## config.mk

```make
export PLATFORM = sky130hd
export DESIGN_NAME = t4p_port
export DESIGN_NICKNAME = d
export VERILOG_FILES = /design/src/core/t4p_lane_align.v /design/src/core/t4p_port.v /design/src/core/t4p_sync.v
export VERILOG_INCLUDE_DIRS = /design/src /design/src/core
export SDC_FILE = /design/constraint.sdc
export NUM_CORES = 1
export LEC_CHECK = 0
export BUFFER_PORTS_ARGS = -buffer_cell sky130_fd_sc_hd__buf_2
export CAP_MARGIN = 25
export CORE_MARGIN = 3
export CORE_UTILIZATION = 45
export CTS_BUF_LIST = sky130_fd_sc_hd__clkbuf_4 sky130_fd_sc_hd__clkbuf_8 sky130_fd_sc_hd__clkbuf_16
export CTS_CLUSTER_DIAMETER = 50
export DETAILED_ROUTE_END_ITERATION = 7
export GPL_TIMING_DRIVEN = 0
export PLACE_DENSITY = 0.7
export SLEW_MARGIN = 20
export SYNTH_ARGS = -nofsm -noshare
export SYNTH_HDL_FRONTEND = slang
export SYNTH_SLANG_ARGS = --single-unit
```

## constraint.sdc

```tcl
create_clock -name i_clock -period 10.6 [get_ports i_clock]
set_clock_uncertainty 0.15 [all_clocks]
set_input_delay 2.12 -clock i_clock [delete_from_list [all_inputs] [get_ports i_clock]]
set_output_delay 2.12 -clock i_clock [all_outputs]
set_load 0.03 [all_outputs]
```

## src/core/t4p_consts.vh

```
`ifndef T4P_CONSTS_VH
`define T4P_CONSTS_VH

// register byte offsets; reads decode all 32 address bits, writes with upper bits set land on IRQ_EN
`define T4P_ADDR_W 5
`define T4P_ADDR_CTRL 5'h00
`define T4P_ADDR_STATUS 5'h04
`define T4P_ADDR_IRQ_STAT 5'h08
`define T4P_ADDR_IRQ_CLR 5'h0C
`define T4P_ADDR_IRQ_EN 5'h10

// control register fields
`define T4P_CTRL_LOOP 0

// status register fields
`define T4P_ST_RAW 0
`define T4P_ST_TEN_ABLE 1
`define T4P_ST_LOOP 2
`define T4P_ST_CARRIER 3
`define T4P_ST_RX_DV 4
`define T4P_ST_ALIGN_ERR 5

// interrupt event bits
`define T4P_IRQ_W 3
`define T4P_IRQ_RX_START 0
`define T4P_IRQ_ALIGN_ERR 1
`define T4P_IRQ_TX_START 2

// two-bit symbol codes
`define T4P_SYM_ZERO 2'h0
`define T4P_SYM_PLUS 2'h2
`define T4P_SYM_MINUS 2'h1
`define T4P_SYM_ILLEGAL 2'h3

// alignment limits, in symbol periods
`define T4P_CNT_W 3
`define T4P_MAX_SKEW 3'h3
`define T4P_HUNT_LIMIT 3'h7
`define T4P_DLY_W 2

// strap capture wait after reset release, in clocks
`define T4P_STRAP_WAIT 2'h3

// AXI responses
`define T4P_RESP_OKAY 2'h0
`define T4P_RESP_DECERR 2'h3

`endif

```

## src/core/t4p_lane_align.v

```verilog
`timescale 1ns/1ps
`include "t4p_consts.vh"
module t4p_lane_align (
   input wire i_clock,
   input wire i_nrst,
   input wire i_step,
   input wire i_clear,
   input wire [1:0] i_sym,
   input wire [`T4P_CNT_W-1:0] i_count,
   input wire [`T4P_DLY_W-1:0] i_delay,
   output reg o_seen,
   output reg [`T4P_CNT_W-1:0] o_arrive,
   output reg [1:0] o_sym
);
   reg [1:0] tap1;
   reg [1:0] tap2;
   reg [1:0] tap3;

   // tap 0 is the symbol arriving at this step
   always @* begin
      case (i_delay)
         2'h0: o_sym = i_sym;
         2'h1: o_sym = tap1;
         2'h2: o_sym = tap2;
         default: o_sym = tap3;
      endcase
   end

   always @(posedge i_clock) begin
      if (!i_nrst) begin
         tap1 <= `T4P_SYM_ZERO;
         tap2 <= `T4P_SYM_ZERO;
         tap3 <= `T4P_SYM_ZERO;
         o_seen <= 1'b0;
         o_arrive <= {`T4P_CNT_W{1'b0}};
      end else if (i_clear) begin
         o_seen <= 1'b0;
         o_arrive <= {`T4P_CNT_W{1'b0}};
      end else if (i_step) begin
         tap1 <= i_sym;
         tap2 <= tap1;
         tap3 <= tap2;
         // first non-zero symbol marks stream start on this pair
         if (!o_seen && i_sym != `T4P_SYM_ZERO) begin
            o_seen <= 1'b1;
            o_arrive <= i_count;
         end
      end
   end
endmodule

```

## src/core/t4p_port.v

```verilog
// Function
// - During loopback the line drivers are cut off from the medium and feed the receiver.
// - In loopback the transmit symbols come back in from the transmit symbol register, ahead of the line output register.
// - Loopback is on when the control loopback bit is one or the loopback pin is low.
// - A low mode strap selects the raw-symbol mode meant for repeaters.
// - In raw-symbol mode symbols go straight between the symbol pins and the line.
// - In raw-symbol mode the status register shows the 10 Mb/s ability as off.
// - The receiver aligns the three pairs and drives them on the six-bit output bus.
// - The transmitter takes the six-bit input bus on a rising edge of the symbol clock.
// - Pairs use bus bits one-zero, three-two and five-four.
// - Code 00 is zero, 10 is plus one, 01 is minus one, 11 sends zero and is received as zero except in the first data symbol after the marker.
// - Receive valid rises with the first data symbol after the start marker and stays up.
// - Receive valid is low whenever no carrier is seen.
// - Receive error goes high when the three pairs cannot be aligned.
// - In raw-symbol mode the receive enable input turns the receive bus, valid and error drivers on or off; otherwise they stay off.
// - With transmit enable high, symbols load on each rising edge of the input clock.
// - With transmit enable low the line sends ternary zero on every pair.
`timescale 1ns/1ps
`include "t4p_consts.vh"
module t4p_port (
   input wire i_clock,
   input wire i_nrst,
   input wire i_ext_input_clock,
   input wire i_tx_en,
   input wire [5:0] i_tx_sym,
   input wire i_loop_n,
   input wire i_mode,
   input wire i_rx_en,
   input wire [5:0] i_line_rx,
   input wire i_line_carrier,
   input wire i_pcs_tx_en,
   input wire [5:0] i_pcs_tx_sym,
   input wire [31:0] i_awaddr,
   input wire i_awvalid,
   input wire [31:0] i_wdata,
   input wire [3:0] i_wstrb,
   input wire i_wvalid,
   input wire i_bready,
   input wire [31:0] i_araddr,
   input wire i_arvalid,
   input wire i_rready,
   output reg o_awready,
   output reg o_wready,
   output reg [1:0] o_bresp,
   output reg o_bvalid,
   output reg o_arready,
   output reg [31:0] o_rdata,
   output reg [1:0] o_rresp,
   output reg o_rvalid,
   output reg [5:0] o_rx_sym,
   output reg o_rx_dv,
   output reg o_rx_err,
   output reg o_rx_oe,
   output reg [5:0] o_pcs_rx_sym,
   output reg o_pcs_rx_dv,
   output reg o_pcs_rx_err,
   output reg [5:0] o_line_tx,
   output reg o_line_tx_drive,
   output reg o_raw_mode,
   output reg o_loop_active,
   output reg o_irq
);
   localparam ST_IDLE = 4'b0001;
   localparam ST_HUNT = 4'b0010;
   localparam ST_DATA = 4'b0100;
   localparam ST_ERR = 4'b1000;

   wire [17:0] sync_out;
   wire clk_s;
   wire tx_en_s;
   wire [5:0] tx_sym_s;
   wire loop_n_s;
   wire mode_s;
   wire rx_en_s;
   wire [5:0] line_s;
   wire carrier_s;

   reg clk_prev;
   reg [1:0] strap_cnt;
   reg raw;
   reg ctrl_loop;
   reg loop;
   reg [5:0] tx_sym;
   reg tx_active;
   reg [3:0] state;
   reg [`T4P_CNT_W-1:0] sym_cnt;
   reg [`T4P_DLY_W*3-1:0] dly_reg;
   reg [5:0] rx_sym;
   reg rx_dv;
   reg rx_err;
   reg [`T4P_IRQ_W-1:0] irq_stat;
   reg [`T4P_IRQ_W-1:0] irq_en;
   reg aw_done;
   reg w_done;
   reg [`T4P_ADDR_W-1:0] aw_addr;
   reg [31:0] w_data;
   reg [3:0] w_strb;
   reg [31:0] rd_mux;
   reg rd_hit;

   t4p_sync #(
      .W(18)
   ) u_sync (
      .i_clock(i_clock),
      .i_nrst(i_nrst),
      .i_async({i_ext_input_clock, i_tx_en, i_tx_sym, i_loop_n, i_mode, i_rx_en,
         i_line_rx, i_line_carrier}),
      .o_sync(sync_out)
   );
   assign {clk_s, tx_en_s, tx_sym_s, loop_n_s, mode_s, rx_en_s, line_s, carrier_s} = sync_out;

   wire step = clk_s & ~clk_prev;

   function [5:0] clean_sym;
      input [5:0] s;
      integer k;
      begin
         clean_sym = s;
         for (k = 0; k < 3; k = k + 1) begin
            if (s[2*k +: 2] == `T4P_SYM_ILLEGAL) begin
               clean_sym[2*k +: 2] = `T4P_SYM_ZERO;
            end
         end
      end
   endfunction

   wire next_loop = ctrl_loop | ~loop_n_s;

   // receive input taken from the transmit path in loopback, else from the line
   wire [5:0] rx_in = loop ? tx_sym : line_s;
   wire carrier_in = loop ? tx_active : carrier_s;

   wire [2:0] seen;
   wire [`T4P_CNT_W*3-1:0] arrive;
   wire [5:0] aligned;
   reg [`T4P_DLY_W*3-1:0] dly_calc;
   reg [`T4P_CNT_W-1:0] a_max;
   reg [`T4P_CNT_W-1:0] a_min;
   wire [`T4P_DLY_W*3-1:0] dly_sel = (state == ST_DATA) ? dly_reg : dly_calc;
   wire all_seen = &seen;
   wire skew_bad = (a_max - a_min) > `T4P_MAX_SKEW;

   genvar g;
   generate
      for (g = 0; g < 3; g = g + 1) begin : lane
         t4p_lane_align u_lane (
            .i_clock(i_clock),
            .i_nrst(i_nrst),
            .i_step(step),
            .i_clear(state == ST_IDLE),
            .i_sym(rx_in[2*g +: 2]),
            .i_count(sym_cnt),
            .i_delay(dly_sel[`T4P_DLY_W*g +: `T4P_DLY_W]),
            .o_seen(seen[g]),
            .o_arrive(arrive[`T4P_CNT_W*g +: `T4P_CNT_W]),
            .o_sym(aligned[2*g +: 2])
         );
      end
   endgenerate

   // latest lane waits for none, earlier lanes wait the difference
   always @* begin : calc
      integer k;
      reg [`T4P_CNT_W-1:0] d;
      d = {`T4P_CNT_W{1'b0}};
      a_max = arrive[0 +: `T4P_CNT_W];
      a_min = arrive[0 +: `T4P_CNT_W];
      for (k = 1; k < 3; k = k + 1) begin
         if (arrive[`T4P_CNT_W*k +: `T4P_CNT_W] > a_max) begin
            a_max = arrive[`T4P_CNT_W*k +: `T4P_CNT_W];
         end
         if (arrive[`T4P_CNT_W*k +: `T4P_CNT_W] < a_min) begin
            a_min = arrive[`T4P_CNT_W*k +: `T4P_CNT_W];
         end
      end
      for (k = 0; k < 3; k = k + 1) begin
         d = a_max - arrive[`T4P_CNT_W*k +: `T4P_CNT_W];
         dly_calc[`T4P_DLY_W*k +: `T4P_DLY_W] = d[`T4P_DLY_W-1:0];
      end
   end

   // strap caught a few clocks after reset release, once the synchroniser holds it
   always @(posedge i_clock) begin
      if (!i_nrst) begin
         strap_cnt <= 2'h0;
         raw <= 1'b0;
      end else if (strap_cnt != `T4P_STRAP_WAIT) begin
         strap_cnt <= strap_cnt + 2'h1;
         if (strap_cnt == `T4P_STRAP_WAIT - 2'h1) begin
            raw <= ~mode_s;
         end
      end
   end

   // transmit path
   always @(posedge i_clock) begin
      if (!i_nrst) begin
         clk_prev <= 1'b0;
         loop <= 1'b0;
         tx_sym <= {3{`T4P_SYM_ZERO}};
         tx_active <= 1'b0;
         o_line_tx <= {3{`T4P_SYM_ZERO}};
         o_line_tx_drive <= 1'b0;
      end else begin
         clk_prev <= clk_s;
         loop <= next_loop;
         if (step) begin
            if (raw) begin
               // pins go straight to the line
               tx_sym <= tx_en_s ? clean_sym(tx_sym_s) : {3{`T4P_SYM_ZERO}};
               tx_active <= tx_en_s;
            end else begin
               tx_sym <= i_pcs_tx_en ? clean_sym(i_pcs_tx_sym) : {3{`T4P_SYM_ZERO}};
               tx_active <= i_pcs_tx_en;
            end
         end
         // isolated from the medium in loopback
         o_line_tx <= (loop || !tx_active) ? {3{`T4P_SYM_ZERO}} : tx_sym;
         o_line_tx_drive <= ~loop;
      end
   end

   // receive alignment and framing
   always @(posedge i_clock) begin
      if (!i_nrst) begin
         state <= ST_IDLE;
         sym_cnt <= {`T4P_CNT_W{1'b0}};
         dly_reg <= {3*`T4P_DLY_W{1'b0}};
         rx_sym <= {3{`T4P_SYM_ZERO}};
         rx_dv <= 1'b0;
         rx_err <= 1'b0;
      end else begin
         if (!carrier_in) begin
            rx_dv <= 1'b0;
         end
         if (step) begin
            case (state)
               ST_IDLE: begin
                  rx_err <= 1'b0;
                  rx_sym <= {3{`T4P_SYM_ZERO}};
                  sym_cnt <= {`T4P_CNT_W{1'b0}};
                  if (carrier_in) begin
                     state <= ST_HUNT;
                  end
               end
               ST_HUNT: begin
                  sym_cnt <= sym_cnt + {{`T4P_CNT_W-1{1'b0}}, 1'b1};
                  if (!carrier_in) begin
                     state <= ST_IDLE;
                  end else if (all_seen && skew_bad) begin
                     state <= ST_ERR;
                     rx_err <= 1'b1;
                  end else if (all_seen) begin
                     // valid with first data symbol after marker
                     state <= ST_DATA;
                     dly_reg <= dly_calc;
                     rx_sym <= aligned;
                     rx_dv <= 1'b1;
                  end else if (sym_cnt == `T4P_HUNT_LIMIT) begin
                     state <= ST_ERR;
                     rx_err <= 1'b1;
                  end
               end
               ST_DATA: begin
                  if (!carrier_in) begin
                     state <= ST_IDLE;
                     rx_sym <= {3{`T4P_SYM_ZERO}};
                  end else begin
                     rx_sym <= clean_sym(aligned);
                     rx_dv <= 1'b1;
                  end
               end
               ST_ERR: begin
                  if (!carrier_in) begin
                     state <= ST_IDLE;
                  end
               end
               default: begin
                  state <= ST_IDLE;
               end
            endcase
         end
      end
   end

   // pin outputs and status; raw mode uses the pins, else the coding sublayer side
   always @(posedge i_clock) begin
      if (!i_nrst) begin
         o_rx_sym <= {3{`T4P_SYM_ZERO}};
         o_rx_dv <= 1'b0;
         o_rx_err <= 1'b0;
         o_rx_oe <= 1'b0;
         o_pcs_rx_sym <= {3{`T4P_SYM_ZERO}};
         o_pcs_rx_dv <= 1'b0;
         o_pcs_rx_err <= 1'b0;
         o_raw_mode <= 1'b0;
         o_loop_active <= 1'b0;
      end else begin
         // received symbols to the pins in raw mode
         o_rx_sym <= raw ? rx_sym : {3{`T4P_SYM_ZERO}};
         o_rx_dv <= raw & rx_dv & carrier_in;
         o_rx_err <= raw & rx_err;
         // receive enable drives the output enable
         o_rx_oe <= raw & rx_en_s;
         o_pcs_rx_sym <= raw ? {3{`T4P_SYM_ZERO}} : rx_sym;
         o_pcs_rx_dv <= ~raw & rx_dv & carrier_in;
         o_pcs_rx_err <= ~raw & rx_err;
         o_raw_mode <= raw;
         o_loop_active <= loop;
      end
   end

   // sticky events; a set in the clearing cycle wins
   reg rx_dv_prev;
   reg rx_err_prev;
   reg tx_act_prev;
   wire [`T4P_IRQ_W-1:0] events = {tx_active & ~tx_act_prev, rx_err & ~rx_err_prev,
      rx_dv & ~rx_dv_prev};
   wire wr_fire = aw_done & w_done & ~o_bvalid;
   wire clr_hit = wr_fire && aw_addr == `T4P_ADDR_IRQ_CLR && w_strb[0];
   wire [`T4P_IRQ_W-1:0] clr_bits = clr_hit ? w_data[`T4P_IRQ_W-1:0] : {`T4P_IRQ_W{1'b0}};

   always @(posedge i_clock) begin
      if (!i_nrst) begin
         rx_dv_prev <= 1'b0;
         rx_err_prev <= 1'b0;
         tx_act_prev <= 1'b0;
         irq_stat <= {`T4P_IRQ_W{1'b0}};
         o_irq <= 1'b0;
      end else begin
         rx_dv_prev <= rx_dv;
         rx_err_prev <= rx_err;
         tx_act_prev <= tx_active;
         irq_stat <= (irq_stat & ~clr_bits) | events;
         o_irq <= |(irq_stat & irq_en);
      end
   end

   // register read view
   always @* begin
      rd_mux = 32'h00000000;
      rd_hit = 1'b1;
      case (i_araddr[`T4P_ADDR_W-1:0])
         `T4P_ADDR_CTRL: rd_mux[`T4P_CTRL_LOOP] = ctrl_loop;
         `T4P_ADDR_STATUS: begin
            rd_mux[`T4P_ST_RAW] = raw;
            // no 10 Mb/s ability in raw mode
            rd_mux[`T4P_ST_TEN_ABLE] = ~raw;
            rd_mux[`T4P_ST_LOOP] = loop;
            rd_mux[`T4P_ST_CARRIER] = carrier_in;
            rd_mux[`T4P_ST_RX_DV] = rx_dv;
            rd_mux[`T4P_ST_ALIGN_ERR] = rx_err;
         end
         `T4P_ADDR_IRQ_STAT: rd_mux[`T4P_IRQ_W-1:0] = irq_stat;
         `T4P_ADDR_IRQ_CLR: rd_mux = 32'h00000000;
         `T4P_ADDR_IRQ_EN: rd_mux[`T4P_IRQ_W-1:0] = irq_en;
         default: rd_hit = 1'b0;
      endcase
      if (i_araddr[31:`T4P_ADDR_W] != {(32-`T4P_ADDR_W){1'b0}}) begin
         rd_hit = 1'b0;
      end
   end

   // AXI4-Lite slave
   always @(posedge i_clock) begin
      if (!i_nrst) begin
         o_awready <= 1'b1;
         o_wready <= 1'b1;
         o_bvalid <= 1'b0;
         o_bresp <= `T4P_RESP_OKAY;
         o_arready <= 1'b1;
         o_rvalid <= 1'b0;
         o_rresp <= `T4P_RESP_OKAY;
         o_rdata <= 32'h00000000;
         aw_done <= 1'b0;
         w_done <= 1'b0;
         aw_addr <= {`T4P_ADDR_W{1'b0}};
         w_data <= 32'h00000000;
         w_strb <= 4'h0;
         ctrl_loop <= 1'b0;
         irq_en <= {`T4P_IRQ_W{1'b0}};
      end else begin
         if (i_awvalid && o_awready) begin
            o_awready <= 1'b0;
            aw_done <= 1'b1;
            aw_addr <= (i_awaddr[31:`T4P_ADDR_W] == {(32-`T4P_ADDR_W){1'b0}}) ?
               i_awaddr[`T4P_ADDR_W-1:0] : `T4P_ADDR_IRQ_CLR + 5'h04;
         end
         if (i_wvalid && o_wready) begin
            o_wready <= 1'b0;
            w_done <= 1'b1;
            w_data <= i_wdata;
            w_strb <= i_wstrb;
         end
         if (wr_fire) begin
            aw_done <= 1'b0;
            w_done <= 1'b0;
            o_bvalid <= 1'b1;
            o_bresp <= `T4P_RESP_OKAY;
            case (aw_addr)
               `T4P_ADDR_CTRL: begin
                  if (w_strb[0]) begin
                     ctrl_loop <= w_data[`T4P_CTRL_LOOP];
                  end
               end
               `T4P_ADDR_IRQ_EN: begin
                  if (w_strb[0]) begin
                     irq_en <= w_data[`T4P_IRQ_W-1:0];
                  end
               end
               `T4P_ADDR_STATUS, `T4P_ADDR_IRQ_STAT, `T4P_ADDR_IRQ_CLR: begin
                  o_bresp <= `T4P_RESP_OKAY;
               end
               default: o_bresp <= `T4P_RESP_DECERR;
            endcase
         end
         if (o_bvalid && i_bready) begin
            o_bvalid <= 1'b0;
            o_awready <= 1'b1;
            o_wready <= 1'b1;
         end
         if (i_arvalid && o_arready) begin
            o_arready <= 1'b0;
            o_rvalid <= 1'b1;
            o_rdata <= rd_mux;
            o_rresp <= rd_hit ? `T4P_RESP_OKAY : `T4P_RESP_DECERR;
         end
         if (o_rvalid && i_rready) begin
            o_rvalid <= 1'b0;
            o_arready <= 1'b1;
         end
      end
   end
endmodule

```

## src/core/t4p_sync.v

```verilog
`timescale 1ns/1ps
module t4p_sync #(
   parameter W = 1
) (
   input wire i_clock,
   input wire i_nrst,
   input wire [W-1:0] i_async,
   output reg [W-1:0] o_sync
);
   reg [W-1:0] stage1;

   // stage1 is read by o_sync only
   always @(posedge i_clock) begin
      if (!i_nrst) begin
         stage1 <= {W{1'b0}};
         o_sync <= {W{1'b0}};
      end else begin
         stage1 <= i_async;
         o_sync <= stage1;
      end
   end
endmodule

```

==> results of run 1 <==
[metal layers]
layer / part of all wire / wire [microns] / global-route usage
met4: 0.011 / 201 / 0.0681
met1: 0.46 / 8220 / 0.269
met3: 0.056 / 994 / 0.0355
met2: 0.47 / 8270 / 0.322
met5: 0 / 0 / 0
[how the worst min path moves through the flow]
stage	to	slack, ps	depth (start not counted)
finish	raw	250	1
global route	raw	260	1
CTS	raw	260	1
detailed placement	raw	250	1
global placement	raw	250	1
floorplan	loop	240	1
[through the flow]
step	worst slack, ps	power, mW	std cells
2_1_floorplan	6290	0.709	841
3_3_place_gp	5800	0.749	1192
3_5_place_dp	5760	0.751	1192
4_1_cts	5740	1.33	1224
5_1_grt	5200	1.37	1226
6_report	5770	1.32	1226
[area by class of cell]
type,instances,area [sq um]
Buffer,64,358
Clock buffer,23,483
Clock inverter,9,83.8
Fill cell,1369,6570
Inverter,28,105
Multi-Input combinational cell,589,3600
Sequential cell,160,3200
Tap cell,211,264
Timing Repair Buffer,142,709
[where the power goes]
part | switching [mW] | total (mW) | internal (mW)
sequential | 0.0103 | 0.628 | 0.617
clock | 0.237 | 0.582 | 0.345
combinational | 0.0678 | 0.111 | 0.0432
[kinds of logic (layout without fill, tap and decap cells)]
kind of cell | Yosys count | in the layout
mux | 44 | 44
flops | 160 | 160
compound gates | 151 | 151
simple gates | 343 | 343
buf+inv | 92 | 266
other cells | 1 | 26
fa+ha+maj | 18 | 18
xor+xnor | 7 | 7
[Yosys cell counts, types with 3 or more instances]
library cell	count	area [sq um]
nor4_1	15	93.8
nor3_1	10	50.1
a211oi_1	14	105
nand2_1	82	308
a21oi_2	3	26.3
nand3b_1	10	75.1
or2_1	3	18.8
o311ai_0	3	26.3
dfxtp_1	160	3200
o31ai_1	5	37.5
nor2b_1	7	43.8
mux2i_1	35	350
a222oi_1	4	40.0
nor2_1	97	364
o211ai_1	3	22.5
a311oi_1	3	26.3
o211a_1	3	30.0
nor3b_1	3	22.5
and2_1	48	300
buf_2	4	20.0
clkbuf_1	26	97.6
inv_1	28	105
a21oi_1	55	275
a22oi_1	8	60.1
nand3_1	15	75.1
buf_4	28	210
mux2_2	6	67.6
ha_1	16	200
nand4_1	7	43.8
and3_1	18	113
nand2b_1	9	56.3
nor4b_1	4	35.0
a31oi_1	3	18.8
o22ai_1	3	18.8
o21ai_0	23	115
xnor2_1	6	52.6
buf_1	5	18.8
[cell usage in the layout (no fill, tap or decap), types with 4 or more instances in the layout]
cell and count:
a211oi_1 14, a21oi_1 55, a222oi_1 4, a22oi_1 8, and2_1 48, and3_1 18
buf_1 5, buf_2 144, buf_4 28, clkbuf_1 27, clkbuf_16 17, clkbuf_4 4
clkinv_2 4, conb_1 26, dfxtp_1 160, ha_1 16, inv_1 28, mux2_2 6
mux2i_1 35, nand2_1 82, nand2b_1 9, nand3_1 15, nand3b_1 10, nand4_1 7
nor2_1 97, nor2b_1 7, nor3_1 10, nor4_1 15, nor4b_1 4, o21ai_0 23
o31ai_1 5, xnor2_1 6
==> results.toml, run 1 <==
[synthesis]
synth-simple-area-share = 0.241
synth_top_family_by_area = "simple AND/OR/NAND/NOR gates"
yosysUniqueCellTypes = 74
synth_xor_area_frac = 0.00855
synth_edf_count = 0
syn_area_sq_um = 7170
syn_area_per_cell_sq_um = 8.79
synthMuxAreaShare = 0.0677
yosys_warnings = 0
synth_fa_ha_area_frac = 0.0321
synth_compound_area_frac = 0.139
ys_seq_elements = 160
seq_area_frac_synth = 0.447
syn-instance-count = 816
ys_async_sr_fraction = 0
synth-main-ff-cell = "dfxtp_1"

[floorplan]
die_x_microns = 132
dieHeight_microns = 132
num_rows = 45
ioPinCount = 200
dieArea_sq_um = 17500
core_area_sq_um = 15400
start_util = 0.466

[final_layout]
flow.area_growth_from_synthesis_pct = 22.8
insertedDiodeCount = 0
layout-drive-gt1-share = 0.227
top_regs = "u_sync.o_sync x18, u_sync.stage1 x18, lane.u_lane.o_arrive x9"
fin_util = 0.573
fin_area_sq_um = 8800
nNetsFinal = 1151

[worst_setup_path]
cp.required_ps = 10800
ff2ff_path_depth = 23
rr_startpoint = "lane[0].u_lane.o_arrive[1]"
cp_max_fo = 8
crit_arrival_ps = 5030
crit_type = "flop to flop"
crit_cells = 23
path_delay_family = "adder cells"
endpoint_kind = "flop"
r2r-end = "rx_sym[5]"
crit_slowest_cell = "dfxtp_1"
crit_path_max_incr_delay_ps = 430
start_kind = "flop"
r2r_slack_ps = 5770
endpoint = "rx_sym[5]"
critPathBufInv = 2
cp-startpoint = "lane[0].u_lane.o_arrive[1]"
path_cells = "inv_1, ha_1, and2b_2, o21ai_0, nand2b_1, nand2_1, o21ai_0, ha_1, nor2_1, maj3_1, a22oi_1, nor2_1, a21oi_1, ha_1, inv_1, mux2i_4, mux2i_1, mux2i_1, o21ai_0, nand2_1, nor3_1, a22oi_1, mux2i_1"

[cts]
clkSlewWorstSetupHoldPaths_ps = 60
cts_resized = 0
clock_latency_ps = 420
ctsHtreeMaxLevel = 4
cts-root-buf = "clkbuf_16"
cts_buffers = 17
cts_tree = "done"
postCtsHoldBufs = 0
cts_buffer_depth = 2
cts_post_setup_buffers_inserted = 0
numClockSinks = 160

[drt]
drc = 0
drt-pass1-iter-count = 6
vias_per_cell = 5.02
num_vias = 6156
drt_iter0_markers = 359
wl_mm = 17.7
wire_per_inst_microns = 14.4
ant_nets = 0

[place]
hpwl_mm = 13.2
gp_congestion = 0.852
postPlaceCellArea_sq_um = 8230
io_buffers = 140

[sta]
period_needed_ps = 4830
worst-slew-pin-transition_ps = 713
hold_viol = 0
grt_setup_unrepaired = "false"
hold-worst-slack_ps = 254
slew_viol_final = 0
fmaxAchievable_mhz = 207
slew_headroom = 0.511
min_period_over_period = 0.455
final-setup-viol-count = 0
setup_tns_ps = 0

[global_routing]
grt_max_degree = 17
antenna_found_initial = 1
track_usage = 0.199
grt_pass1_wl_mm = 28.3
grt.overflow.total = 0
grt_pass1_vias = 5704

[hold_path]
hold_start = "u_sync.o_sync[8]"
hp-class = "flop to flop"

[run]
maxCapViolations = 0

[power]
ir_drop_mv = 0.120
leakagePower_nw = 3.76
powerDensity_nw_per_um2 = 150

[run_status]
status = "finished clean"
(Power assumes the default switching activity.)
==> inputs of run 2 (changes only) <==
Settings changed: PLACE_DENSITY 0.7 to 0.73.
Clock period 10.6 ns to 3.95 ns, I/O delays scaled along.
==> run 2 against run 1 <==
Setup slack lost 5900 ps; critical endpoint is now rx_sym[2]; critical path depth shrank 3; register-to-register slack worse by 5900 ps; maximum frequency is 18% higher; non-clock buffer count grew 15; first-iteration DRC count is 7.0% higher; via count is 2.1% higher; the run now ends with negative setup slack left; sequential power rose to 2.7 times the previous value; sequential cell count unchanged; clock power grew to 2.8 times the previous value; global-route usage grew 0.15 points; combinational power grew to 2.7 times the previous value.
==> results.toml, run 2 (synthesized netlist as in run 1, its figures left out) <==
[run_status]
status = "finished with violations"
violations = "negative setup slack"

[floorplan]
ioPinCount = 200
core_area_sq_um = 15400
dieHeight_microns = 132
die_x_microns = 132
dieArea_sq_um = 17500
num_rows = 45
start_util = 0.466

[worst_setup_path]
crit_type = "flop to flop"
start_kind = "flop"
crit_arrival_ps = 4290
path_cells = "inv_4, ha_4, and2b_2, o21ai_2, nand2b_1, nand2_1, o21ai_2, ha_4, nor2_2, maj3_2, a22oi_2, a21oi_4, ha_2, fa_2, xnor2_2, a21oi_2, o211a_1, a31o_1, buf_6, mux2i_1"
crit_slowest_cell = "fa_2"
cp_max_fo = 6
cp.required_ps = 4140
endpoint_kind = "flop"
crit_path_max_incr_delay_ps = 370

[final_layout]
multi_input_area_sq_um = 3750
top_regs = "u_sync.o_sync x18, u_sync.stage1 x18, lane.u_lane.o_arrive x9"
layout_common_cells = "155 x dfxtp_1, 144 x buf_2, 95 x nor2_1"
insertedDiodeCount = 0
final_cells = 1239
final_common_cell = "dfxtp_1"
nNetsFinal = 1166
fill_cells = 1350
seq_area_sq_um = 3210
layout-drive-gt1-share = 0.269
flow.area_growth_from_synthesis_pct = 27.2

[cts]
numClockSinks = 160
cts_buffers = 17
clkSlewWorstSetupHoldPaths_ps = 60
cts_tree = "done"
cts_buffer_depth = 2
clock_latency_ps = 430
cts-root-buf = "clkbuf_16"
ctsHtreeMaxLevel = 4

[global_routing]
track_usage = 0.200
antenna_found_initial = 0
grt_max_degree = 17
grt.overflow.total = 0
grt_pass1_wl_mm = 28.6
grt_pass1_vias = 5969

[power]
ir_drop_mv = 0.343
leakagePower_nw = 3.85
netSwitchingPower_uw = 836
combPwrFrac = 0.083
power_switching_share = 0.232
p_seq_frac = 0.468
powerDensity_nw_per_um2 = 394
power_mw = 3.60
p_int_mw = 2.76
clock_power_share = 0.449

[place]
pre_cts_slack_ps = -464
io_buffers = 140
dp.cells = 1192
hpwl_mm = 13.3
gp_congestion = 0.870

[sta]
grt_setup_unrepaired = "true"
hold_viol = 0
slew_headroom = 0.234
fmaxAchievable_mhz = 244
worst-slew-pin-transition_ps = 1140
final-setup-viol-count = 13
slew_viol_final = 0
setup_ws_ps = -147
min_period_over_period = 1.04
setup_tns_ps = -1040
period_needed_ps = 4100

[run]
maxCapViolations = 0

[drt]
drt-pass1-iter-count = 5
wire_per_inst_microns = 14.6
drc = 0
num_vias = 6288
wl_mm = 18.1
vias_per_cell = 5.08
ant_nets = 0
drt_iter0_markers = 384

[hold_path]
hp-class = "flop to flop"
-- run 2: changes by cell type in the layout (fill, tap and decap cells not counted), sizes merged --
| cell | previous run | this run |
|---|---|---|
| buf | 178 | 195 |
| clkbuf | 51 | 48 |
| clkinv | 6 | 3 |
| bufinv | 1 | 2 |
| clkinvlp | 1 | 2 |
-- run 2: per-stage QoR --
stage | hold WS [ps] | util | instance area, sq um
after global placement | 248 | 0.539 | 8280
final | 262 | 0.593 | 9120
after global routing | 277 | 0.593 | 9120
after detailed placement | 258 | 0.539 | 8280
after floorplan | 239 | - | 7320
after CTS | 262 | 0.587 | 9030
-- run 2: path summary, 6_finish.rpt --
kind / from / endpoint / slack (ps) / cells past startpoint
worst max-delay path: lane[0].u_lane.o_arrive[1] / rx_sym[2] / -150 / 20
worst min-delay path: u_sync.o_sync[8] / raw / 260 / 1
worst max register to register: lane[0].u_lane.o_arrive[1] / rx_sym[2] / -150 / 20
worst min register to register: u_sync.o_sync[8] / raw / 260 / 1
-- run 2: final cells by class --
class | count | share of cell area
Multi-Input combinational cell | 589 | 0.411
Clock inverter | 8 | 0.0117
Inverter | 28 | 0.0118
Timing Repair Buffer | 157 | 0.0916
Sequential cell | 160 | 0.352
Clock buffer | 22 | 0.0528
Tap cell | 211 | 0.0289
Buffer | 64 | 0.0394
-- run 2: power by group through the flow --
stage                     clock (mW)  combinational [mW]  sequential (mW)
final                           1.62               0.298             1.68
after floorplan                    0               0.175             1.73
after global routing            1.71               0.327             1.69
after CTS                       1.64               0.297             1.68
after detailed placement           0               0.295             1.72
after global placement             0               0.290             1.72
-- run 2: critical path: cells and delay by family (launching register included) --
kind / cells / cell delay (ps)
simple gates: 4 / 440
buf+inv: 2 / 190
flops: 1 / 360
fa+ha+maj: 5 / 1350
compound gates: 7 / 1180
mux: 1 / 200
xor+xnor: 1 / 150
-- run 2: repair_timing --
action | CTS | global route
gates resized for setup | 21 | 10
hold buffers | 0 | 0
endpoints found under the setup margin | 16 | 16
pin swaps | 17 | 16
buffers inserted | 10 | 7
-- run 2: metal layers --
layer,share of wire,track usage,vias to the layer above
met1,0.44,0.257,2900
met3,0.056,0.0397,19
met4,0.012,0.0722,0
li1,-,-,3197
met2,0.49,0.336,172
met5,0,0,-
